--- src/mx_exec_pkg.sv ---
/*
  Constants, encodings and carriers for the instruction subset executor.
  Assumes a single 100 MHz clock and an instruction source on that clock.
*/
// Behaviour
// - Watchdog clear zeroes the watchdog counter and its prescaler.
// - Watchdog clear sets timeout and power-down flags, nothing else.
// - Call via accumulator pushes program counter plus one as stack top.
// - Call then loads PC low from accumulator, PC high from latch bits 6..0.
// - Call via accumulator takes two cycles, flags untouched.
// - Complement inverts the file register; selector picks accumulator or file.
// - Clear file writes zero to the file register and sets zero flag.
// - Clear accumulator writes zero to the accumulator and sets zero flag.
// - Decrement writes file minus one to selected target, updates zero flag.
// - Decrement-skip writes file minus one to selected target, flags untouched.
// - Zero decrement-skip result discards next instruction, runs a no-operation.
package mx_exec_pkg;

  // ----------------------------------------------------------------
  // Timing
  // ----------------------------------------------------------------
  localparam int CLK_NS = 10;
  localparam int INSTR_CYCLE_NS = 40;
  localparam int INSTR_CYCLE_CLKS = (INSTR_CYCLE_NS + CLK_NS - 1) / CLK_NS;

  // ----------------------------------------------------------------
  // Widths and reset values
  // ----------------------------------------------------------------
  localparam int PC_W = 15;
  localparam int FADDR_W = 7;
  localparam int FILE_DEPTH = 128;
  localparam int STACK_DEPTH = 16;
  localparam logic [7:0] BYTE_ZERO = 8'h00;
  localparam logic [7:0] BYTE_ONE = 8'h01;
  localparam logic [7:0] BYTE_FULL = 8'hff;
  localparam logic [PC_W-1:0] PC_ONE = 15'h0001;

  // ----------------------------------------------------------------
  // Register port map
  // ----------------------------------------------------------------
  localparam logic [7:0] OFS_ACCUM = 8'h00;
  localparam logic [7:0] OFS_STATUS = 8'h01;
  localparam logic [7:0] OFS_PC_LO = 8'h02;
  localparam logic [7:0] OFS_PC_HI = 8'h03;
  localparam logic [7:0] OFS_LATCH_HI = 8'h04;
  localparam logic [7:0] OFS_WDT = 8'h05;
  localparam logic [7:0] OFS_TOS_LO = 8'h06;
  localparam logic [7:0] OFS_TOS_HI = 8'h07;
  localparam logic [7:0] OFS_STK_PTR = 8'h08;
  localparam int FILE_WIN_BIT = 7;
  localparam int ST_Z_BIT = 0;
  localparam int ST_PD_BIT = 1;
  localparam int ST_TO_BIT = 2;

  // ----------------------------------------------------------------
  // Operations and carriers
  // ----------------------------------------------------------------
  typedef enum logic [2:0] {
    no_operation,
    watchdog_clear_op,
    call_via_accumulator_op,
    complement_file_op,
    clear_file_op,
    clear_accumulator_op,
    decrement_file_op,
    decrement_skip_zero_op
  } mx_op_e;

  typedef struct packed {
    mx_op_e op;
    logic [FADDR_W-1:0] f_addr;
    logic dest;
  } mx_instr_s;

endpackage

--- src/mx_exec.sv ---
/*
  Executor for a subset of an 8-bit core's instructions, with its own
  accumulator, file registers, program counter, stack top, watchdog and flags.
  Assumes the instruction source is on clk_sys and holds instr steady
  while instr_valid is high; a plain register port reaches the state.
*/
module mx_exec
  import mx_exec_pkg::*;
#(
  parameter int CYCLE_CLKS = INSTR_CYCLE_CLKS,
  parameter int STK_DEPTH = STACK_DEPTH
) (
  input wire logic clk_sys,
  input wire logic rst_n,
  input wire mx_instr_s instr,
  input wire logic instr_valid,
  input wire logic [7:0] reg_addr,
  input wire logic [7:0] reg_wdata,
  input wire logic reg_wr,
  input wire logic reg_rd,
  output logic [7:0] reg_rdata,
  output logic instr_taken,
  output logic busy,
  output logic [PC_W-1:0] pc,
  output logic [7:0] accum,
  output logic zero_flag,
  output logic timeout_flag,
  output logic power_down_flag,
  output logic [7:0] watchdog_counter,
  output logic [7:0] wdt_prescale,
  output logic [PC_W-1:0] return_stack_top
);

  localparam int PTR_W = $clog2(STK_DEPTH);

  typedef enum logic [1:0] {ST_RUN, ST_CALL2, ST_SKIP2} mx_state_e;

  mx_state_e state;
  logic [$clog2(CYCLE_CLKS+1)-1:0] div_cnt;
  logic cyc_en;
  logic [7:0] file_q [FILE_DEPTH];
  logic [7:0] program_latch_high;
  logic [PTR_W-1:0] stk_ptr;
  logic [7:0] fr;
  logic [7:0] res;
  logic to_w;
  logic to_f;
  logic z_upd;
  logic is_call;
  logic is_skip;
  logic is_wdt;
  logic go;
  logic [PC_W-1:0] pc_inc;

  // ----------------------------------------------------------------
  // Instruction cycle divider
  // ----------------------------------------------------------------
  always_ff @(posedge clk_sys or negedge rst_n) begin
    if (!rst_n) begin
      div_cnt <= '0;
      cyc_en <= 1'b0;
    end else if (div_cnt == ($bits(div_cnt))'(CYCLE_CLKS - 1)) begin
      div_cnt <= '0;
      cyc_en <= 1'b1;
    end else begin
      div_cnt <= div_cnt + 1'b1;
      cyc_en <= 1'b0;
    end
  end

  // ----------------------------------------------------------------
  // Decode
  // ----------------------------------------------------------------
  // Second cycle of a call or a skip leaves whatever is presented untaken
  assign go = cyc_en && instr_valid && (state == ST_RUN);
  assign fr = file_q[instr.f_addr];
  assign pc_inc = pc + PC_ONE;

  always_comb begin
    res = BYTE_ZERO;
    to_w = 1'b0;
    to_f = 1'b0;
    z_upd = 1'b0;
    is_call = 1'b0;
    is_skip = 1'b0;
    is_wdt = 1'b0;
    case (instr.op)
      watchdog_clear_op: begin
        is_wdt = 1'b1;
      end
      call_via_accumulator_op: begin
        is_call = 1'b1;
      end
      complement_file_op: begin
        res = ~fr;
        to_w = !instr.dest;
        to_f = instr.dest;
      end
      clear_file_op: begin
        to_f = 1'b1;
        z_upd = 1'b1;
      end
      clear_accumulator_op: begin
        to_w = 1'b1;
        z_upd = 1'b1;
      end
      decrement_file_op: begin
        res = fr - BYTE_ONE;
        to_w = !instr.dest;
        to_f = instr.dest;
        z_upd = 1'b1;
      end
      decrement_skip_zero_op: begin
        res = fr - BYTE_ONE;
        to_w = !instr.dest;
        to_f = instr.dest;
        is_skip = (res == BYTE_ZERO);
      end
      default: begin
        res = BYTE_ZERO;
      end
    endcase
  end

  // ----------------------------------------------------------------
  // Sequencing and program counter
  // ----------------------------------------------------------------
  always_ff @(posedge clk_sys or negedge rst_n) begin
    if (!rst_n) begin
      state <= ST_RUN;
      busy <= 1'b0;
      instr_taken <= 1'b0;
    end else begin
      instr_taken <= go;
      if (go && is_call) begin
        state <= ST_CALL2;
        busy <= 1'b1;
      end else if (go && is_skip) begin
        state <= ST_SKIP2;
        busy <= 1'b1;
      end else if (cyc_en && state != ST_RUN) begin
        state <= ST_RUN;
        busy <= 1'b0;
      end
    end
  end

  always_ff @(posedge clk_sys or negedge rst_n) begin
    if (!rst_n) begin
      pc <= '0;
    end else if (go && is_call) begin
      pc <= {program_latch_high[6:0], accum};
    end else if (go) begin
      pc <= pc_inc;
    end else if (cyc_en && state == ST_SKIP2) begin
      // Discarded slot still consumes an address
      pc <= pc_inc;
    end
  end

  always_ff @(posedge clk_sys or negedge rst_n) begin
    if (!rst_n) begin
      return_stack_top <= '0;
      stk_ptr <= '0;
    end else if (go && is_call) begin
      return_stack_top <= pc_inc;
      stk_ptr <= stk_ptr + 1'b1;
    end
  end

  // ----------------------------------------------------------------
  // Data path
  // ----------------------------------------------------------------
  // Instruction write-back wins over a port write in the same cycle
  always_ff @(posedge clk_sys or negedge rst_n) begin
    if (!rst_n) begin
      accum <= BYTE_ZERO;
    end else if (go && to_w) begin
      accum <= res;
    end else if (reg_wr && reg_addr == OFS_ACCUM) begin
      accum <= reg_wdata;
    end
  end

  always_ff @(posedge clk_sys or negedge rst_n) begin
    if (!rst_n) begin
      for (int i = 0; i < FILE_DEPTH; i++) begin
        file_q[i] <= BYTE_ZERO;
      end
    end else if (go && to_f) begin
      file_q[instr.f_addr] <= res;
    end else if (reg_wr && reg_addr[FILE_WIN_BIT]) begin
      file_q[reg_addr[FADDR_W-1:0]] <= reg_wdata;
    end
  end

  always_ff @(posedge clk_sys or negedge rst_n) begin
    if (!rst_n) begin
      program_latch_high <= BYTE_ZERO;
    end else if (reg_wr && reg_addr == OFS_LATCH_HI) begin
      program_latch_high <= reg_wdata;
    end
  end

  // ----------------------------------------------------------------
  // Flags and watchdog
  // ----------------------------------------------------------------
  always_ff @(posedge clk_sys or negedge rst_n) begin
    if (!rst_n) begin
      zero_flag <= 1'b0;
    end else if (go && z_upd) begin
      zero_flag <= (res == BYTE_ZERO);
    end
  end

  always_ff @(posedge clk_sys or negedge rst_n) begin
    if (!rst_n) begin
      wdt_prescale <= BYTE_ZERO;
      watchdog_counter <= BYTE_ZERO;
      timeout_flag <= 1'b1;
      power_down_flag <= 1'b1;
    end else if (go && is_wdt) begin
      wdt_prescale <= BYTE_ZERO;
      watchdog_counter <= BYTE_ZERO;
      timeout_flag <= 1'b1;
      power_down_flag <= 1'b1;
    end else if (cyc_en) begin
      wdt_prescale <= wdt_prescale + BYTE_ONE;
      if (wdt_prescale == BYTE_FULL) begin
        watchdog_counter <= watchdog_counter + BYTE_ONE;
        // Overflow is a timeout; core reset is handled elsewhere
        if (watchdog_counter == BYTE_FULL) begin
          timeout_flag <= 1'b0;
        end
      end
    end
  end

  // ----------------------------------------------------------------
  // Register port read
  // ----------------------------------------------------------------
  always_ff @(posedge clk_sys or negedge rst_n) begin
    if (!rst_n) begin
      reg_rdata <= BYTE_ZERO;
    end else if (reg_rd) begin
      if (reg_addr[FILE_WIN_BIT]) begin
        reg_rdata <= file_q[reg_addr[FADDR_W-1:0]];
      end else begin
        case (reg_addr)
          OFS_ACCUM: reg_rdata <= accum;
          OFS_STATUS: reg_rdata <= {5'h00, timeout_flag, power_down_flag, zero_flag};
          OFS_PC_LO: reg_rdata <= pc[7:0];
          OFS_PC_HI: reg_rdata <= {1'b0, pc[14:8]};
          OFS_LATCH_HI: reg_rdata <= program_latch_high;
          OFS_WDT: reg_rdata <= watchdog_counter;
          OFS_TOS_LO: reg_rdata <= return_stack_top[7:0];
          OFS_TOS_HI: reg_rdata <= {1'b0, return_stack_top[14:8]};
          OFS_STK_PTR: reg_rdata <= 8'(stk_ptr);
          default: reg_rdata <= BYTE_ZERO;
        endcase
      end
    end
  end

  // ----------------------------------------------------------------
  // Checks
  // ----------------------------------------------------------------
  a_wdt_zeroed: assert property (@(posedge clk_sys) disable iff (!rst_n)
    go && instr.op == watchdog_clear_op |=> watchdog_counter == 8'h00 && wdt_prescale == 8'h00)
    else $error("watchdog not cleared");

  a_wdt_flags_set: assert property (@(posedge clk_sys) disable iff (!rst_n)
    go && instr.op == watchdog_clear_op |=> timeout_flag && power_down_flag && $stable(zero_flag))
    else $error("watchdog clear flags wrong");

  a_call_push_top: assert property (@(posedge clk_sys) disable iff (!rst_n)
    go && instr.op == call_via_accumulator_op |=> return_stack_top == $past(pc) + 15'h0001)
    else $error("call return address wrong");

  a_call_target_pc: assert property (@(posedge clk_sys) disable iff (!rst_n)
    go && instr.op == call_via_accumulator_op
    |=> pc == {$past(program_latch_high[6:0]), $past(accum)})
    else $error("call target wrong");

  a_call_two_cycles: assert property (@(posedge clk_sys) disable iff (!rst_n)
    go && instr.op == call_via_accumulator_op |=> busy && !go [*4] ##1 !busy)
    else $error("call not two cycles");

  a_call_flags_kept: assert property (@(posedge clk_sys) disable iff (!rst_n)
    go && instr.op == call_via_accumulator_op
    |=> $stable(zero_flag) && $stable(power_down_flag))
    else $error("call changed flags");

  a_complement_file_op_result: assert property (@(posedge clk_sys) disable iff (!rst_n)
    go && instr.op == complement_file_op && !instr.dest |=> accum == ~$past(fr))
    else $error("complement result wrong");

  a_clear_file_op_zero: assert property (@(posedge clk_sys) disable iff (!rst_n)
    go && instr.op == clear_file_op |=> zero_flag && file_q[$past(instr.f_addr)] == 8'h00)
    else $error("clear file wrong");

  a_clear_accumulator_op_zero: assert property (@(posedge clk_sys) disable iff (!rst_n)
    go && instr.op == clear_accumulator_op |=> zero_flag && accum == 8'h00)
    else $error("clear accumulator wrong");

  a_decrement_file_op_zflag: assert property (@(posedge clk_sys) disable iff (!rst_n)
    go && instr.op == decrement_file_op |=> zero_flag == ($past(fr) == 8'h01))
    else $error("decrement zero flag wrong");

  a_decrement_skip_zero_op_flags: assert property (@(posedge clk_sys) disable iff (!rst_n)
    go && instr.op == decrement_skip_zero_op
    |=> $stable(zero_flag) && $stable(power_down_flag))
    else $error("decrement skip touched flags");

  a_skip_taken: assert property (@(posedge clk_sys) disable iff (!rst_n)
    go && instr.op == decrement_skip_zero_op && fr == 8'h01
    |=> busy ##CYCLE_CLKS pc == $past(pc, CYCLE_CLKS + 1) + 15'h0002)
    else $error("skip did not discard");

  a_single_step: assert property (@(posedge clk_sys) disable iff (!rst_n)
    go && instr.op != call_via_accumulator_op && !is_skip |=> !busy && pc == $past(pc) + 15'h0001)
    else $error("single cycle advance wrong");

  a_flags_untouched: assert property (@(posedge clk_sys) disable iff (!rst_n)
    go && instr.op == complement_file_op |=> $stable(zero_flag) && $stable(timeout_flag))
    else $error("complement touched flags");

endmodule // mx_exec

--- config.mk ---
export PLATFORM = sky130hd
export DESIGN_NAME = mx_exec
export DESIGN_NICKNAME = d
export VERILOG_FILES = /design/src/mx_exec_pkg.sv /design/src/mx_exec.sv
export SDC_FILE = /design/constraint.sdc
export NUM_CORES = 2
export LEC_CHECK = 0
export CAP_MARGIN = 10
export CORE_MARGIN = 2
export CORE_UTILIZATION = 36
export DETAILED_ROUTE_END_ITERATION = 8
export DONT_BUFFER_PORTS = 1
export PLACE_DENSITY = 0.56
export REMOVE_ABC_BUFFERS = 1
export SYNTH_ARGS = -nofsm -noshare
export SYNTH_HDL_FRONTEND = slang
export SYNTH_SLANG_ARGS = --single-unit
--- constraint.sdc ---
create_clock -name clk_sys -period 4.1 [get_ports clk_sys]
set_clock_uncertainty 0.15 [all_clocks]
set_input_delay 0.82 -clock clk_sys [delete_from_list [all_inputs] [get_ports clk_sys]]
set_output_delay 0.82 -clock clk_sys [all_outputs]
set_load 0.005 [all_outputs]
# Word-level counts from Yosys, hierarchy flattened
# Index checks and enable logic that the tools add are counted.
[classes]
add_sub_neg = 6
magnitude_cmp = 4
eq_ne = 19
n_mux = 45
bitwise = 3
reduce_logical = 33
[ops]
columns = ["cell", "count"]
rows = [
  ["bitwise mux 1024 bit", 2],
  ["2-to-1 mux 1024 bit", 2],
  ["binary-select mux 8 bit (select 7 bit)", 2],
  ["demux 8 bit (select 7 bit)", 2],
  ["2-to-1 mux 8 bit", 14],
  ["one-hot mux 8 bit (9 select lines)", 1],
  ["2-to-1 mux 15 bit", 3],
  ["equality test 8 x 3 -> 1 bit, second input constant", 4],
  ["logical NOT 8 bit", 3],
  ["adder 8 x 1 -> 8 bit, second input constant", 2],
  ["equality test 8 x 2 -> 1 bit, second input constant", 2],
  ["equality test 8 bit, second input constant", 2],
  ["greater-or-equal comparator 8 bit, second input constant", 2],
  ["less-than comparator 8 x 1 -> 1 bit, second input constant", 2],
  ["NOT 7 -> 8 bit", 2],
  ["one-hot mux 8 bit (2 select lines)", 1],
  ["adder 15 x 1 -> 15 bit, second input constant", 1],
  ["logical AND 1 bit", 15],
  ["equality test 3 bit, second input constant", 4],
  ["2-to-1 mux 1 bit", 12],
  ["nonzero test 2 bit", 6],
  ["equality test 3 x 2 -> 1 bit, second input constant", 3],
  ["equality test 8 x 1 -> 1 bit, second input constant", 1],
  ["equality test 8 x 4 -> 1 bit, second input constant", 1],
  ["other kinds (16)", 21],
]
[word_totals]
register_bits = 1108
in_bits = 32
out_inout_bits = 67

# Longest topological paths before layout
[logic_depth]
word_depth = 10
mapped_depth = 23
depth_no_buf = 13

# Least setup slack after synthesis
# No wires, ideal clock.
[synth_path]
path_type = "in2reg"
start = "input port instr[1] (netlist name)"
end = "register file_q[614] (netlist name)"
arrival_ns = 5.199
path_slack_ns = -1.368
stages = 17
n_path_buf = 6
cell_sequence = "buf_2 > buf_2 > buf_2 > mux4_2 > mux4_2 > mux4_2 > mux2i_1 > ha_1 > nand2b_4 > or3b_1 > or3_1 > a211oi_2 > buf_4 > buf_4 > buf_6 > o211ai_1 > o21a_1"
[synth_via]
elab_chain_cells = 8
elab_cells_between_ends = 14
classes_between = "add/sub (1); order compare (2); mux (8); bitwise (2); reduce/logical (1)"
[synth_lines]
columns = ["item", "line_no", "text"]
rows = [
  ["start, declared", "mx_exec.sv:15", "input wire mx_instr_s instr,"],
  ["NOT 7 -> 8 bit (not written as such) *", "mx_exec.sv:76, mx_exec.sv:191", ""],
  ["binary-select mux 8 bit (select 7 bit)", "mx_exec.sv:76", "assign fr = file_q[instr.f_addr];"],
  ["2-to-1 mux 8 bit (not written as such) (2 in a row)", "mx_exec.sv:76", ""],
  ["subtractor 8 x 1 -> 8 bit or NOT 8 bit (tied branches)", "mx_exec.sv:108, mx_exec.sv:114, mx_exec.sv:95", ""],
  ["one-hot mux 8 bit (2 select lines)", "mx_exec.sv:87", "case (instr.op)"],
  ["bitwise mux 1024 bit *", "mx_exec.sv:191", "file_q[instr.f_addr] <= res;"],
  ["2-to-1 mux 1024 bit *", "mx_exec.sv:190", "end else if (go && to_f) begin"],
  ["end signal, assigned by index", "mx_exec.sv:191", ""],
  ["end signal, assigned by index", "mx_exec.sv:193", "file_q[reg_addr[FADDR_W-1:0]] <= reg_wdata;"],
  ["end, declared", "mx_exec.sv:41", "logic [7:0] file_q [FILE_DEPTH];"],
]
# Every way passes the cells marked *; elsewhere a longest branch is shown, timed or not. The select of a mux whose other input is x is not followed.
# A chain may end at the register's enable or synchronous reset.

# Worst setup path after layout
[layout_path]
start = "input port instr[1] (netlist name)"
end = "register file_q[934] (netlist name)"
# Same word-level chain as after synthesis.

==> reports/results.ini <==
[setup_path]
crit_type = in2reg
worst_ep_arrival_time_ns = 5.47
critPathLaunchType = input port
r2r_start = file_q[105]
critPathRequiredTime_ns = 4.67
critPathMaxFanout = 212
r2r_cells = 14
critPathCaptureType = register
crit_start = instr[1]

[logic_synthesis]
synth.yosys.seq_area_share_pct = 41.8
synth_edf_count = 0
synth_seq_cells = 1108
yosysTopAreaCell = dfrtp_1
synth_top_family_by_area = compound AO/OA/AOI/OAI gates
ys_top_cells_by_area = dfrtp_1, mux4_2, a21oi_1
async_reset_ff_share_pct = 100
yosys.area_share.xor_xnor_pct = 0.383
synth_compound_area_share_pct = 24.1
post_synth_num_cell_types = 82
synthCells = 6903
synth.cell_area_um2 = 66400
avgSynthCellArea_um2 = 9.62
synth_most_common_cell = a21oi_1
synthTopCellsByCount = a21oi_1, dfrtp_1, nor2_1
yosys.area_share.simple_pct = 10.4
synth_top_area_share_pct = 41.7
ys.flop_type = dfrtp_1
synthMuxAreaShare_pct = 19.0
ys_warn_count = 0
synthAdderAreaFrac_pct = 0.132

[sta]
period_minus_slack_ns = 4.90
clock.fmax_ghz = 0.204
maxSlewViolCount = 0
worst_slack_ns = -0.804
setup_viol = 854
slew_headroom_pct = 2.90
worst_pin_slew_ns = 1.46
fin_setup_tns_ns = -404.50
hold_viol_final = 52
rsz0062_at_grt = true
period_share_pct = 120
holdWs_ns = -0.202

[drt]
wl_per_cell_um = 33.2
routed_via_density = 6.61
vias = 65700
drt_pass1_iterations = 9
wirelength_mm = 330
ant_nets = 0
drt_iter0_markers = 9458
drc = 19

[clocking]
cts_buffer_depth = 3
cts_tree = built
cts_inserted_buffers = 136
path_clk_slew_ns = 0.06
cts-root-buf = clkbuf_16
cts_sinks = 1108
htree_levels = 4
clkLatencyLatePin_ns = 0.85

[layout]
postLayoutCoreUtil_pct = 45.0
nNetsFinal = 7405
multi_input_area_um2 = 37100
layout-drive-gt1-share_pct = 27.6
regArea_um2 = 27700
nFillCells = 17400
final_cells = 9942
syn_to_final_growth_pct = 24.0

[global_routing]
grt_max_degree = 284
antenna_found_initial = 20
grtUsageTotal_pct = 34.2
grt_pass1_wl_mm = 465
grt_pass1_vias = 62100
gr-total-overflow = 0

[floorplan]
dieArea_um2 = 188000
die_w_um = 433
rows = 157
die_h_um = 433
start_util_pct = 36.3
io_pins = 99
core_area_um2 = 183000

[power]
p_seq_share_pct = 38.9
pwr-share-clk_pct = 34.1
p_per_area_nw_per_um2 = 452
switching_share_pct = 32.7
ir_drop_mv = 0.354
leakage_nw = 33.1
p_int_mw = 25.1
power.total_mw = 37.3
combinationalPowerShare_pct = 26.9
p_sw_mw = 12.2

[placement]
portBuffers = 0
gp_congestion = 1.02
dp_cells = 9605
hpwl_mm = 208

[status]
status = finished with violations
violations = DRC, hold timing, setup timing

[job]
maxCapViolations = 0

[hold_path]
hold_class = in2async

[power groups by stage]
stage | Combinational, mW | Clock [mW] | Sequential [mW]
floorplan | 4.82 | 0 | 14.1
finish | 10.0 | 12.7 | 14.5
global placement | 8.60 | 0 | 14.6
CTS | 9.35 | 12.8 | 14.4
global route | 10.5 | 13.2 | 14.7
detailed placement | 8.75 | 0 | 14.6
[worst max-delay path, cell delays in order]
cell	delay [ns]
mux4_2	0.76
mux4_2	0.59
mux4_2	0.55
mux2i_2	0.21
ha_2	0.26
nand2b_4	0.06
or3b_4	0.40
or3_4	0.35
a211oi_4	0.25
buf_6	0.20
buf_12	0.13
buf_16	0.14
o21ai_2	0.06
mux2_4	0.26
[routing by layer]
layer	routed length [um]	vias to the layer above	GRT usage (%)
met1	123000	33000	44.0
li1	-	26900	-
met3	44100	1131	11.8
met2	138000	4641	48.8
met4	25300	22	21.7
met5	146	-	0
[final timing paths]
path	slack, ns	to
max	-0.80	file_q[934]
min	-0.20	file_q[736]
max reg2reg	-0.60	file_q[934]
min reg2reg	0.30	div_cnt[0]
max in group asynchronous	0.86	file_q[40]
min in group clk_sys	0.03	file_q[918]
[kinds of logic after synthesis]
logic type / after synthesis
xor+xnor: 29
other cells: 1
compound gates: 2729
fa+ha+maj: 7
flops: 1108
simple gates: 1671
buf+inv: 694
mux: 664
[repair_timing]
action / 4_1_cts / 5_1_grt
endpoints found under the setup margin: 648 / 803
gates cloned: 27 / 16
hold buffers: 17 / 0
setup buffers: 15 / 18
resized for setup: 147 / 304
pin swaps: 88 / 185
endpoints found under the hold margin: 200 / 0
[through the flow]
step,setup slack [ns],area [um^2]
floorplan,-9.16,63600
global placement,-1.40,75000
detailed placement,-1.33,75000
CTS,-0.528,81100
global route,-0.645,82300
finish,-0.804,82400
[state kept, by name (all words and copies together) (netlist names)]
register and flops:
accum 8, busy 1, cyc_en 1, div_cnt 3, file_q 1024, instr_taken 1, pc 15, program_latch_high 8
reg_rdata 8, return_stack_top 15, state 2, stk_ptr 4, timeout_flag 1, watchdog_counter 8, wdt_prescale 8, zero_flag 1
[cell type report]
cell class	instances	area share, %
Sequential cell	1108	33.7
Antenna cell	7	0.0213
Timing Repair Buffer	1000	11.9
Clock inverter	58	0.857
Inverter	18	0.0866
Tap cell	2464	3.74
Multi-Input combinational cell	5102	45.0
Clock buffer	185	4.70
[layout by cell type (no fill, tap or decap), drive strengths merged, types with 127 or more instances in the layout]
master and count:
a31oi 127, a22oi 223, nand2 481, dfrtp 1107
nor2 955, a21oi 1419, mux4 464, clkbuf 200
o21ai 467, buf 959
Note: power is estimated with default switching activity, not from simulation.
